===== src/core/pbc_pkg.sv =====
package pbc_pkg;

   // ==========================================================
   // register addresses on the management serial port
   localparam logic [4:0]  REG_BYPASS      = 5'h12;
   localparam logic [4:0]  REG_RX_ERR      = 5'h13;
   localparam logic [4:0]  REG_FALSE_CAR   = 5'h14;
   localparam logic [4:0]  REG_LINK_DROP   = 5'h15;

   // ==========================================================
   // bypass_control layout
   localparam logic [15:0] BYPASS_RST      = 16'h0088;
   localparam logic [15:0] BYPASS_WMASK    = 16'hFEFE;
   localparam logic [15:0] BYPASS_STICKY   = 16'h00FA;
   localparam int unsigned BIT_TX_DIS      = 15;
   localparam int unsigned BIT_BYP_4B5B    = 14;
   localparam int unsigned BIT_BYP_SCR     = 13;
   localparam int unsigned BIT_BYP_DESCR   = 12;
   localparam int unsigned BIT_BYP_PCS_RX  = 11;
   localparam int unsigned BIT_BYP_PCS_TX  = 10;
   localparam int unsigned BIT_BYP_LFI     = 9;
   localparam int unsigned BIT_XOVER_OFF   = 7;
   localparam int unsigned BIT_LEGACY_OFF  = 6;
   localparam int unsigned BIT_PSWAP_OFF   = 5;
   localparam int unsigned BIT_POL_OFF     = 4;
   localparam int unsigned BIT_PDET_HONOR  = 3;
   localparam int unsigned BIT_SHAPE_OFF   = 2;
   localparam int unsigned BIT_AUTO_NP_OFF = 1;

   // ==========================================================
   // error counters
   localparam int unsigned CNT_W           = 8;
   localparam logic [7:0]  CNT_MAX         = 8'hFF;
   localparam logic [7:0]  CNT_RST         = 8'h00;
   localparam logic [7:0]  CNT_PAD         = 8'h00;
   localparam logic [7:0]  CNT_ONE         = 8'h01;

   // ==========================================================
   // serial frame timing, in management clock bits
   localparam logic [5:0]  PRE_LEN         = 6'h20;
   localparam logic [5:0]  HDR_LAST        = 6'h0B;
   localparam logic [5:0]  TA_LAST         = 6'h01;
   localparam logic [5:0]  DATA_LAST       = 6'h0F;
   localparam logic [5:0]  CNT_ZERO        = 6'h00;
   localparam logic [5:0]  CNT_STEP        = 6'h01;
   localparam logic [1:0]  OP_READ         = 2'h2;
   localparam logic [1:0]  OP_WRITE        = 2'h1;

   typedef enum logic [2:0] {
      MS_IDLE  = 3'b000,
      MS_START = 3'b001,
      MS_HDR   = 3'b010,
      MS_TA    = 3'b011,
      MS_WDATA = 3'b100,
      MS_RDATA = 3'b101
   } pbc_mstate_t;

   // decoded control towards the datapath
   typedef struct packed {
      logic tx_disable;
      logic bypass_4b5b;
      logic bypass_scrambler;
      logic bypass_descrambler;
      logic bypass_pcs_rx;
      logic bypass_pcs_tx;
      logic bypass_link_fail_inhibit_timer;
      logic automatic_crossover_off_forced;
      logic legacy_partner_detect_off;
      logic pair_swap_fix_off;
      logic polarity_fix_off;
      logic parallel_detect_honor;
      logic pulse_shaping_off;
      logic auto_next_page_off;
   } pbc_bypass_t;

   // one-cycle datapath events
   typedef struct packed {
      logic rx_error;
      logic false_carrier;
      logic link_drop;
   } pbc_evt_t;

   typedef struct packed {
      logic s1;
      logic s2;
   } pbc_sync_state_t;

   typedef struct packed {
      logic [7:0] count;
   } pbc_cnt_state_t;

endpackage


===== src/core/pbc_sync2.sv =====
`timescale 1ns/1ps
// ==========================================================
// two-flop synchroniser for a pin level
module pbc_sync2 (
   input  wire logic sys_clk,   // system clock
   input  wire logic arst_n,    // async reset, low
   input  wire logic pin,       // asynchronous level
   output logic      level      // synchronised level
);
   pbc_pkg::pbc_sync_state_t st;
   pbc_pkg::pbc_sync_state_t nx;

   // first stage feeds only the second
   always_comb begin
      nx    = st;
      nx.s1 = pin;
      nx.s2 = st.s1;
   end

   always_ff @(posedge sys_clk or negedge arst_n) begin
      if (!arst_n) begin
         st <= '0;
      end else begin
         st <= nx;
      end
   end

   assign level = st.s2;
endmodule


===== src/core/pbc_sat_counter.sv =====
`timescale 1ns/1ps
// ==========================================================
// saturating event counter, cleared by a read
module pbc_sat_counter (
   input  wire logic       sys_clk,   // system clock
   input  wire logic       arst_n,    // async reset, low
   input  wire logic       evt,       // one-cycle event
   input  wire logic       clr,       // read taken, clear
   output logic [7:0]      count      // current value
);
   pbc_pkg::pbc_cnt_state_t st;
   pbc_pkg::pbc_cnt_state_t nx;

   // an event in the clearing cycle counts as one, never lost
   always_comb begin
      nx = st;
      if (clr) begin
         nx.count = evt ? pbc_pkg::CNT_ONE : pbc_pkg::CNT_RST;
      end else if (evt && st.count != pbc_pkg::CNT_MAX) begin
         nx.count = st.count + pbc_pkg::CNT_ONE;
      end
   end

   always_ff @(posedge sys_clk or negedge arst_n) begin
      if (!arst_n) begin
         st.count <= pbc_pkg::CNT_RST;
      end else begin
         st <= nx;
      end
   end

   assign count = st.count;
endmodule


===== src/core/pbc_bypass_regs.sv =====
`timescale 1ns/1ps
// Overview of operation
// bit 15 disables line transmitter
// bit 14 bypasses 4B/5B coding stages
// bits 13,12,11 bypass scrambler, descrambler, PCS rx
// bit 10 bypasses PCS transmit path
// bit 9 bypasses link fail inhibit timer
// bit 7, default one, stops forced crossover
// bit 6 stops legacy gigabit partner detect
// bit 5 stops pair swap correction
// bit 4 stops polarity inversion correction
// bit 3, default one, honours advertised ability
// bit 2 disables transmit pulse shaping
// bit 1 stops automatic next pages
// then hand control to station after base page
// station sends next pages, forces configuration
// receive error count in register 19 low byte
// false carrier count in register 20
// link disconnect count in register 21
// counters eight bits, saturate at 255
// read returns value then clears; reset zero
// sticky bits survive port soft reset
// reserved bits read zero, ignore writes
module pbc_bypass_regs #(
   parameter logic [4:0] PHY_ADDR = 5'h00   // port address
) (
   input  wire logic               sys_clk,        // 20 MHz clock
   input  wire logic               arst_n,         // async reset, low
   input  wire logic               soft_rst,       // port soft reset
   input  wire logic               mdc,            // management clock pin
   input  wire logic               mdio_i,         // management data in
   output logic                    mdio_o,         // management data out
   output logic                    mdio_oe_n,      // drive enable, low
   input  wire pbc_pkg::pbc_evt_t  evt,            // datapath events
   input  wire logic               base_page_done, // base page exchanged
   output pbc_pkg::pbc_bypass_t    bypass_cfg,     // decoded control
   output logic                    page_handover   // station owns pages
);

   // ==========================================================
   // state
   typedef struct packed {
      pbc_pkg::pbc_mstate_t fsm;
      logic [5:0]           cnt;
      logic [15:0]          shreg;
      logic [4:0]           addr;
      logic                 hit;
      logic                 rd;
      logic                 mdc_prev;
      logic [15:0]          bypass_reg;
      logic                 handover;
      logic                 mdio_out;
      logic                 mdio_oe_n;
   } pbc_state_t;

   pbc_state_t  st;
   pbc_state_t  nx;
   logic        mdc_s;
   logic        mdio_s;
   logic        rise;
   logic [2:0]  clr_now;
   logic [7:0]  cnt_rx_err;
   logic [7:0]  cnt_false_car;
   logic [7:0]  cnt_link_drop;
   logic [11:0] hdr;
   logic [15:0] wdata;
   logic [15:0] rdata;
   logic        rmapped;

   // ==========================================================
   // pin synchronisers
   pbc_sync2 u_sync_mdc (
      .sys_clk (sys_clk),
      .arst_n  (arst_n),
      .pin     (mdc),
      .level   (mdc_s)
   );

   pbc_sync2 u_sync_mdio (
      .sys_clk (sys_clk),
      .arst_n  (arst_n),
      .pin     (mdio_i),
      .level   (mdio_s)
   );

   // ==========================================================
   // error counters
   pbc_sat_counter u_cnt_rx_err (
      .sys_clk (sys_clk),
      .arst_n  (arst_n),
      .evt     (evt.rx_error),
      .clr     (clr_now[0]),
      .count   (cnt_rx_err)
   );

   pbc_sat_counter u_cnt_false_car (
      .sys_clk (sys_clk),
      .arst_n  (arst_n),
      .evt     (evt.false_carrier),
      .clr     (clr_now[1]),
      .count   (cnt_false_car)
   );

   pbc_sat_counter u_cnt_link_drop (
      .sys_clk (sys_clk),
      .arst_n  (arst_n),
      .evt     (evt.link_drop),
      .clr     (clr_now[2]),
      .count   (cnt_link_drop)
   );

   // ==========================================================
   // frame fields and read mux
   assign rise  = mdc_s & ~st.mdc_prev;
   assign hdr   = {st.shreg[10:0], mdio_s};
   assign wdata = {st.shreg[14:0], mdio_s};

   // counters read with a zero upper byte
   always_comb begin
      rdata   = 16'h0000;
      rmapped = 1'b1;
      unique case (hdr[4:0])
         pbc_pkg::REG_BYPASS:    rdata = st.bypass_reg;
         pbc_pkg::REG_RX_ERR:    rdata = {pbc_pkg::CNT_PAD, cnt_rx_err};
         pbc_pkg::REG_FALSE_CAR: rdata = {pbc_pkg::CNT_PAD, cnt_false_car};
         pbc_pkg::REG_LINK_DROP: rdata = {pbc_pkg::CNT_PAD, cnt_link_drop};
         default:                rmapped = 1'b0;
      endcase
   end

   // ==========================================================
   // next state
   always_comb begin
      nx          = st;
      clr_now     = 3'h0;
      nx.mdc_prev = mdc_s;

      // all frame work happens on a rising management clock
      if (rise) begin
         unique case (st.fsm)
            // count preamble ones; a zero after 32 opens a frame
            pbc_pkg::MS_IDLE: begin
               if (mdio_s) begin
                  if (st.cnt != pbc_pkg::PRE_LEN) begin
                     nx.cnt = st.cnt + pbc_pkg::CNT_STEP;
                  end
               end else if (st.cnt == pbc_pkg::PRE_LEN) begin
                  nx.fsm = pbc_pkg::MS_START;
               end else begin
                  nx.cnt = pbc_pkg::CNT_ZERO;
               end
            end
            // second start bit must be one
            pbc_pkg::MS_START: begin
               nx.cnt = pbc_pkg::CNT_ZERO;
               nx.fsm = mdio_s ? pbc_pkg::MS_HDR : pbc_pkg::MS_IDLE;
            end
            // op, port address, register address
            pbc_pkg::MS_HDR: begin
               nx.shreg = {st.shreg[14:0], mdio_s};
               nx.cnt   = st.cnt + pbc_pkg::CNT_STEP;
               if (st.cnt == pbc_pkg::HDR_LAST) begin
                  nx.cnt  = pbc_pkg::CNT_ZERO;
                  nx.addr = hdr[4:0];
                  nx.fsm  = pbc_pkg::MS_TA;
                  nx.hit  = (hdr[9:5] == PHY_ADDR) &&
                            (hdr[11:10] == pbc_pkg::OP_READ ||
                             hdr[11:10] == pbc_pkg::OP_WRITE);
                  if (hdr[9:5] == PHY_ADDR &&
                      hdr[11:10] == pbc_pkg::OP_READ) begin
                     // snapshot and clear in one edge: no event slips
                     nx.shreg = rdata;
                     nx.hit   = rmapped;
                     clr_now[0] = rmapped &&
                        hdr[4:0] == pbc_pkg::REG_RX_ERR;
                     clr_now[1] = rmapped &&
                        hdr[4:0] == pbc_pkg::REG_FALSE_CAR;
                     clr_now[2] = rmapped &&
                        hdr[4:0] == pbc_pkg::REG_LINK_DROP;
                  end else if (hdr[11:10] != pbc_pkg::OP_WRITE) begin
                     nx.hit = 1'b0;
                  end
                  // direction kept apart from data, which may hold anything
                  nx.rd = hdr[11:10] == pbc_pkg::OP_READ;
               end
            end
            // turnaround: on reads drive the zero in its second bit
            pbc_pkg::MS_TA: begin
               nx.cnt = st.cnt + pbc_pkg::CNT_STEP;
               // only an accepted read drives; refused frames stay off
               if (st.cnt == pbc_pkg::CNT_ZERO && st.hit && st.rd) begin
                  nx.mdio_out  = 1'b0;
                  nx.mdio_oe_n = 1'b0;
               end
               if (st.cnt == pbc_pkg::TA_LAST) begin
                  nx.cnt = pbc_pkg::CNT_ZERO;
                  nx.fsm = st.mdio_oe_n ? pbc_pkg::MS_WDATA
                                        : pbc_pkg::MS_RDATA;
                  if (!st.mdio_oe_n) begin
                     nx.mdio_out = st.shreg[15];
                     nx.shreg    = {st.shreg[14:0], 1'b0};
                  end
               end
            end
            // sixteen write bits, committed on the last
            pbc_pkg::MS_WDATA: begin
               nx.shreg = wdata;
               nx.cnt   = st.cnt + pbc_pkg::CNT_STEP;
               if (st.cnt == pbc_pkg::DATA_LAST) begin
                  nx.cnt = pbc_pkg::CNT_ZERO;
                  nx.fsm = pbc_pkg::MS_IDLE;
                  if (st.hit && !st.rd &&
                      st.addr == pbc_pkg::REG_BYPASS) begin
                     nx.bypass_reg = wdata & pbc_pkg::BYPASS_WMASK;
                  end
               end
            end
            // sixteen read bits, msb first, then release
            pbc_pkg::MS_RDATA: begin
               nx.cnt      = st.cnt + pbc_pkg::CNT_STEP;
               nx.mdio_out = st.shreg[15];
               nx.shreg    = {st.shreg[14:0], 1'b0};
               if (st.cnt == pbc_pkg::DATA_LAST) begin
                  nx.cnt       = pbc_pkg::CNT_ZERO;
                  nx.fsm       = pbc_pkg::MS_IDLE;
                  nx.mdio_out  = 1'b0;
                  nx.mdio_oe_n = 1'b1;
               end
            end
            default: begin
               nx.fsm       = pbc_pkg::MS_IDLE;
               nx.cnt       = pbc_pkg::CNT_ZERO;
               nx.mdio_oe_n = 1'b1;
            end
         endcase
      end

      // soft reset restores only the non-sticky bits
      if (soft_rst) begin
         nx.bypass_reg = (nx.bypass_reg & pbc_pkg::BYPASS_STICKY) |
                         (pbc_pkg::BYPASS_RST & ~pbc_pkg::BYPASS_STICKY);
         nx.handover   = 1'b0;
      end

      // station owns page exchange until it re-enables auto pages
      if (!st.bypass_reg[pbc_pkg::BIT_AUTO_NP_OFF]) begin
         nx.handover = 1'b0;
      end
      if (base_page_done && st.bypass_reg[pbc_pkg::BIT_AUTO_NP_OFF]) begin
         nx.handover = 1'b1;
      end
   end

   // ==========================================================
   // state register
   always_ff @(posedge sys_clk or negedge arst_n) begin
      if (!arst_n) begin
         st            <= '0;
         st.fsm        <= pbc_pkg::MS_IDLE;
         st.bypass_reg <= pbc_pkg::BYPASS_RST;
         st.mdio_oe_n  <= 1'b1;
      end else begin
         st <= nx;
      end
   end

   // ==========================================================
   // outputs, straight from state
   assign mdio_o        = st.mdio_out;
   assign mdio_oe_n     = st.mdio_oe_n;
   assign page_handover = st.handover;
   // datapath stage bypasses, plain bits
   assign bypass_cfg.tx_disable =
      st.bypass_reg[pbc_pkg::BIT_TX_DIS];
   assign bypass_cfg.bypass_4b5b =
      st.bypass_reg[pbc_pkg::BIT_BYP_4B5B];
   assign bypass_cfg.bypass_scrambler =
      st.bypass_reg[pbc_pkg::BIT_BYP_SCR];
   assign bypass_cfg.bypass_descrambler =
      st.bypass_reg[pbc_pkg::BIT_BYP_DESCR];
   assign bypass_cfg.bypass_pcs_rx =
      st.bypass_reg[pbc_pkg::BIT_BYP_PCS_RX];
   assign bypass_cfg.bypass_pcs_tx =
      st.bypass_reg[pbc_pkg::BIT_BYP_PCS_TX];
   assign bypass_cfg.bypass_link_fail_inhibit_timer =
      st.bypass_reg[pbc_pkg::BIT_BYP_LFI];
   // correction and negotiation controls, mostly sticky
   assign bypass_cfg.automatic_crossover_off_forced =
      st.bypass_reg[pbc_pkg::BIT_XOVER_OFF];
   assign bypass_cfg.legacy_partner_detect_off =
      st.bypass_reg[pbc_pkg::BIT_LEGACY_OFF];
   assign bypass_cfg.pair_swap_fix_off =
      st.bypass_reg[pbc_pkg::BIT_PSWAP_OFF];
   assign bypass_cfg.polarity_fix_off =
      st.bypass_reg[pbc_pkg::BIT_POL_OFF];
   assign bypass_cfg.parallel_detect_honor =
      st.bypass_reg[pbc_pkg::BIT_PDET_HONOR];
   assign bypass_cfg.pulse_shaping_off =
      st.bypass_reg[pbc_pkg::BIT_SHAPE_OFF];
   assign bypass_cfg.auto_next_page_off =
      st.bypass_reg[pbc_pkg::BIT_AUTO_NP_OFF];
endmodule


===== config.mk =====
export PLATFORM = sky130hd
export DESIGN_NAME = pbc_bypass_regs
export DESIGN_NICKNAME = d
export VERILOG_FILES = /design/src/core/pbc_pkg.sv /design/src/core/pbc_sync2.sv /design/src/core/pbc_sat_counter.sv /design/src/core/pbc_bypass_regs.sv
export SDC_FILE = /design/constraint.sdc
export NUM_CORES = 1
export LEC_CHECK = 0
export BUFFER_PORTS_ARGS = -buffer_cell sky130_fd_sc_hd__buf_4
export CORE_MARGIN = 2
export CORE_UTILIZATION = 56
export CTS_CLUSTER_SIZE = 40
export DETAILED_ROUTE_END_ITERATION = 6
export PLACE_DENSITY_LB_ADDON = 0.12
export SKIP_CTS_REPAIR_TIMING = 1
export SYNTH_ARGS = -nofsm -noshare
export SYNTH_HDL_FRONTEND = slang
export SYNTH_SLANG_ARGS = --single-unit

===== constraint.sdc =====
create_clock -name sys_clk -period 3.7 [get_ports sys_clk]
set_clock_uncertainty 0.05 [all_clocks]
set_input_delay 1.11 -clock sys_clk [delete_from_list [all_inputs] [get_ports sys_clk]]
set_output_delay 1.11 -clock sys_clk [all_outputs]
set_load 0.02 [all_outputs]

# After elaboration in Yosys (flattened, before gate mapping)
# Cells that the tools add are included.
dict set report totals {
  ff_bits 80
  out_inout_bits 17
  elab_cells 139
  in_bits 9
}
dict set report classes {
  bitwise 3
  mux 44
  addsub 4
  n_reduce_logical 37
  eq_ne 32
}
# op n
set op_table {}
lappend op_table {{case mux 16 bit (4 select lines)} 2}
lappend op_table {{2-to-1 mux 16 bit} 6}
lappend op_table {{2-to-1 mux 8 bit} 6}
lappend op_table {{case mux 9 bit (5 select lines)} 1}
lappend op_table {{2-to-1 mux 32 bit} 1}
lappend op_table {{== test 5 bit, second input constant} 5}
lappend op_table {{2-to-1 mux 25 bit} 1}
lappend op_table {{adder 8 x 1 -> 8 bit, second input constant} 3}
lappend op_table {{!= test 8 bit, second input constant} 3}
lappend op_table {{2-to-1 mux 3 bit} 6}
lappend op_table {{2-to-1 mux 6 bit} 3}
lappend op_table {{2-to-1 mux 17 bit} 1}
lappend op_table {{nonzero test 2 bit} 8}
lappend op_table {{!= test 2 bit, second input constant} 7}
lappend op_table {{logical AND 1 bit} 13}
lappend op_table {{== test 6 x 4 -> 1 bit, second input constant} 2}
lappend op_table {{AND reduction 4 bit} 3}
lappend op_table {{2-to-1 mux 1 bit} 11}
lappend op_table {{2-to-1 mux 9 bit} 1}
lappend op_table {{OR reduction 4 bit} 2}
lappend op_table {{adder 6 x 1 -> 6 bit, second input constant} 1}
lappend op_table {{== test 3 x 2 -> 1 bit, second input constant} 2}
lappend op_table {{== test 3 bit, second input constant} 2}
lappend op_table {{== test 6 x 1 -> 1 bit, second input constant} 1}
lappend op_table {{other kinds (23)} 29}

# Logic depth before layout (Yosys ltp)
dict set report logic_depth {
  word_depth 10
  ltp_mapped 8
  depth_no_buf 7
}

# Hierarchy
# Synthesis repeated with hierarchy kept, for this count alone.
dict set report hier_totals {
  cells_unflattened 456
  hier_area_um2 4544.4
}
# mod n_inst area_per_inst_um2 cells_per_inst
set modules_own_cells {}
lappend modules_own_cells {pbc_bypass_regs 1 3025.4 311}
lappend modules_own_cells {pbc_sat_counter 3 473.0 47}
lappend modules_own_cells {pbc_sync2 2 50.0 2}

# Worst setup path after synthesis
# No wires, ideal clock.
dict set report synth_timing {
  kind {in2reg}
  startpoint {input evt[0] (netlist name)}
  endpoint {register, netlist name u_cnt_link_drop.count[7]}
  t_required_ns 3.530
  arrival_time_ns 1.731
  slack_ns 1.799
  setup_time_ns 0.120
  path_stages 5
  cell_sequence {nand4_1 > a31oi_1 > nand3_1 > xor2_1 > nor2_1}
}
dict set report synth_between {
  elab_chain_cells 2
}
# item line
set synth_lines {}
lappend synth_lines {{start, declared} pbc_bypass_regs.sv:34} ;# input wire pbc_pkg::pbc_evt_t evt,
lappend synth_lines {{logical AND 1 bit} pbc_sat_counter.sv:19} ;# end else if (evt && st.count != pbc_pkg::CNT_MAX) begin
lappend synth_lines {{nonzero test 2 bit (no source line)} -}
# Every way passes these cells.
# A chain may end at the register's enable or synchronous reset.

# Final worst setup path
dict set report layout_timing {
  startpoint {register, netlist name mdio_oe_n}
  endpoint {output mdio_oe_n}
}
# item line
set layout_lines {}
lappend layout_lines {{end, declared} pbc_bypass_regs.sv:33} ;# output logic mdio_oe_n,
# No word-level cell between the ends.

==> impl_metrics.csv <==
group,metric,value,unit
run_status,run_status,"finished clean",
die,coreArea,7650,µm²
placed_design,placement.cell_area,4450,µm²
cts,clock-root-buffer,"sky130_fd_sc_hd__clkbuf_8",
critical_path,critPathBufInv,1,
cts,cts-htree-levels,3,
synth,synth_area_leader_cell,"sky130_fd_sc_hd__dfrtp_1",
critical_path,worst_r2r_path_depth,5,
sta,worst_hold_slack,0.297,ns
synth,mean_post_synth_cell_area,10.0,µm²
critical_path,timing.critical_path.cells,"buf_4",
sta,final_critical_path_setup_slack,1.47,ns
global_route,via_count_of_the_first_global_routing_pass,2970,
sta,final_hold_viol_count,0,
pwr,highest_ir_drop_seen_on_vdd,0.000251,V
synth,synthesis.nets,452,
sta,tightest_slew,0.960,ns
critical_path,startpoint_type,"register",
die,die_outline_area,8530,µm²
sta,final_period_minus_worst_setup_slack,2.23,ns
synth,synth_top_cell_area_share,0.429,
synth,synthesis.area,4370,µm²
global_route,global_route.usage.total,0.220,
sta,timing.final.setup_violations,0,
critical_path,worst_ep_arrival_time,1.07,ns
placed_design,place_congestion,0.932,
drt,routed_wire_length_per_instance,16.6,µm
critical_path,worstSetupEndpointType,"primary output",
global_route,overflow,0,
sta,finalCritPeriodShare,0.603,
critical_path,critical_path_required,2.54,ns
sta,slew_limit_fails,0,
sta,maxClockFrequency,0.448,GHz
critical_path,max_stage_delay,0.57,ns
min_path,instance_count_along_the_most_critical_hold_path,0,
cts,numClockSinks,78,
cells_and_area,drive_above_1_share,0.156,
cts,cts_made_buffers,9,
cells_and_area,fin_nets,453,
critical_path,path_delay_family,"flip-flops",
drt,remaining_drc_errors,0,
synth,synth_flop_cell,"sky130_fd_sc_hd__dfrtp_1",
drt,drt_wl_total,8990,µm
placed_design,dp.final_hpwl,6170,µm
sta,slew_headroom,0.360,
placed_design,placement.setup.worst_slack,1.56,ns
synth,syn_inst_count,435,
die,floorplan.rows,32,
die,i_o_pin_total,26,
cts,tritoncts_clock_tree,"done",
critical_path,worstSetupPathDepth,1,
drt,routed_via_density,6.04,
sta,setup_repair_after_global_routing_missed_its_margin,"no",
die,start_util,0.572,
synth,synth_cell_types,65,
sta,finalSetupTns,0,ns
die,die_w,92.4,µm
synth,synth-async-reset-ratio,1.00,
global_route,grt_start_max_net_pins,79,
cells_and_area,number_of_fillers_in_the_final_layout,661,
pwr,p_leak,2.02,nW
drt,drt.antenna.violating_nets,0,
flow_run,drv.max_cap_violation_count,0,
cells_and_area,num_antenna_cells,0,
synth,synth_edf_count,0,
pwr,report.power.total,2.01,mW
min_path,hold_path_class,"register to register",
global_route,antenna_found_initial,0,
synth,yosys_warnings,0,
pwr,power_density,434,nW/µm²
synth,synth_seq_cells,78,
cts,max-clock-path-buffers,2,
synth,yosys-top-cells-area,"sky130_fd_sc_hd__dfrtp_1, sky130_fd_sc_hd__nor2_1, sky130_fd_sc_hd__mux2i_1",
drt,drt_first_iter_violations,165,
cts,clkSlewWorstSetupHoldPaths,0.08,ns
placed_design,portBuffers,25,
cells_and_area,area_delta_synth_final,5.92,%
drt,firstDrtPassIters,4,
die,fp.dieH,92.4,µm
critical_path,critical_path_class,"register to primary output",
critical_path,cp_slowest_cell,"sky130_fd_sc_hd__dfstp_2",
cts,insertion_delay,0.35,ns
synth,synth_seq_area_share,0.447,
global_route,first_pass_grt_wire_length,14700,µm
cells_and_area,fin_area,4630,µm²
critical_path,critical_path_peak_fanout,4,
drt,route.vias.total,3280,
## routing by layer
metal | vias up | share of wire | wire length (µm) | track usage
li1 | 1565 | - | - | -
met3 | 12 | 0.036 | 328 | 0.0382
met2 | 74 | 0.48 | 4350 | 0.351
met4 | 0 | 0.012 | 112 | 0.0709
met5 | - | 0 | 0 | 0
met1 | 1629 | 0.47 | 4200 | 0.306
## synthesized netlist by cell type, types with 4 or more instances
| cell type | instances |
|---|---|
| sky130_fd_sc_hd__a221o_1 | 8 |
| sky130_fd_sc_hd__a21oi_1 | 14 |
| sky130_fd_sc_hd__nor3_1 | 8 |
| sky130_fd_sc_hd__nand2b_1 | 4 |
| sky130_fd_sc_hd__ha_1 | 8 |
| sky130_fd_sc_hd__and3_1 | 8 |
| sky130_fd_sc_hd__inv_1 | 13 |
| sky130_fd_sc_hd__dfrtp_1 | 75 |
| sky130_fd_sc_hd__buf_2 | 10 |
| sky130_fd_sc_hd__mux2_2 | 12 |
| sky130_fd_sc_hd__nor2b_1 | 7 |
| sky130_fd_sc_hd__xnor2_1 | 14 |
| sky130_fd_sc_hd__a32oi_1 | 10 |
| sky130_fd_sc_hd__mux2i_1 | 19 |
| sky130_fd_sc_hd__buf_4 | 18 |
| sky130_fd_sc_hd__nand3_1 | 17 |
| sky130_fd_sc_hd__nand2_1 | 25 |
| sky130_fd_sc_hd__a31oi_1 | 5 |
| sky130_fd_sc_hd__and4_1 | 5 |
| sky130_fd_sc_hd__o21ai_0 | 9 |
| sky130_fd_sc_hd__nand4_1 | 8 |
| sky130_fd_sc_hd__a221oi_1 | 4 |
| sky130_fd_sc_hd__nor2_1 | 64 |
## path summary, 6_finish.rpt
kind / startpoint / end / slack, ns
worst max-delay path: mdio_oe_n / mdio_oe_n / 1.47
min in group asynchronous: arst_n / st[48] / 0.84
worst max register to register: st[45] / hdr[6] / 1.54
max in group asynchronous: arst_n / u_cnt_link_drop.count[4] / 2.13
worst min-delay path: u_sync_mdc.nx[0] / u_sync_mdc.level / 0.30
worst min register to register: u_sync_mdc.nx[0] / u_sync_mdc.level / 0.30
## cell type report
cell class                 count  area [µm²]  share of cell area
clock buffer                  12         145              0.0313
clock inverter                 4        31.3             0.00675
inverter                      13        48.8              0.0105
multi-input combinational    308        2130               0.459
sequential                    78        1960               0.422
tap                          102         128              0.0276
timing repair buffer          26         195              0.0422
## logic make-up (layout without fill, tap and decap cells)
family                   Yosys count  count (layout)  synth area share
adder cells (fa/ha/maj)            8               8            0.0229
flip-flops                        78              78             0.447
multiplexers                      33              33            0.0804
buffers and inverters             49              55            0.0661
AO/OA/AOI/OAI                     79              79             0.139
AND/OR/NAND/NOR                  171             171             0.210
XOR/XNOR                          17              17            0.0341
## flip-flops by register name, indices dropped and copies added, names as in the netlist, 8 cells and up
name                   cells
st                        22
bypass_cfg                14
hdr                       11
u_cnt_false_car.count      8
u_cnt_link_drop.count      8
u_cnt_rx_err.count         8
## stage by stage
step,util,instances
after floorplan,-,435
after global placement,0.582,527
after detailed placement,0.582,527
after CTS,0.606,543
after global routing,0.606,543
final,0.606,543
## placed cells by master (no fill, tap or decap), types with 3 or more instances in the layout
master / n
sky130_fd_sc_hd__a221o_1: 8
sky130_fd_sc_hd__and2_1: 3
sky130_fd_sc_hd__o21ai_1: 3
sky130_fd_sc_hd__buf_4: 26
sky130_fd_sc_hd__a221oi_1: 4
sky130_fd_sc_hd__ha_1: 8
sky130_fd_sc_hd__dfrtp_1: 75
sky130_fd_sc_hd__nor3b_1: 3
sky130_fd_sc_hd__and4_1: 5
sky130_fd_sc_hd__nor4bb_1: 3
sky130_fd_sc_hd__clkbuf_8: 10
sky130_fd_sc_hd__a31oi_1: 5
sky130_fd_sc_hd__xor2_1: 3
sky130_fd_sc_hd__nor2_1: 64
sky130_fd_sc_hd__nand2_1: 25
sky130_fd_sc_hd__nand3_1: 17
sky130_fd_sc_hd__o211ai_1: 3
sky130_fd_sc_hd__dfstp_2: 3
sky130_fd_sc_hd__mux2i_1: 19
sky130_fd_sc_hd__inv_1: 13
sky130_fd_sc_hd__mux2_2: 12
sky130_fd_sc_hd__o21ai_0: 9
sky130_fd_sc_hd__a32oi_1: 10
sky130_fd_sc_hd__a21oi_1: 14
sky130_fd_sc_hd__xnor2_1: 14
sky130_fd_sc_hd__nand4_1: 8
sky130_fd_sc_hd__nor3_1: 8
sky130_fd_sc_hd__and3_1: 8
sky130_fd_sc_hd__nor2b_1: 7
sky130_fd_sc_hd__a22o_1: 3
sky130_fd_sc_hd__nand2b_1: 4
sky130_fd_sc_hd__o31ai_1: 3
## power by group
part	leakage, nW	switching, mW	total (mW)	internal [mW]
registers	1.03	0.166	1.12	0.958
clock network	0.0909	0.316	0.582	0.266
logic	0.899	0.151	0.303	0.151
No activity file was read; power rests on OpenSTA's default activity.
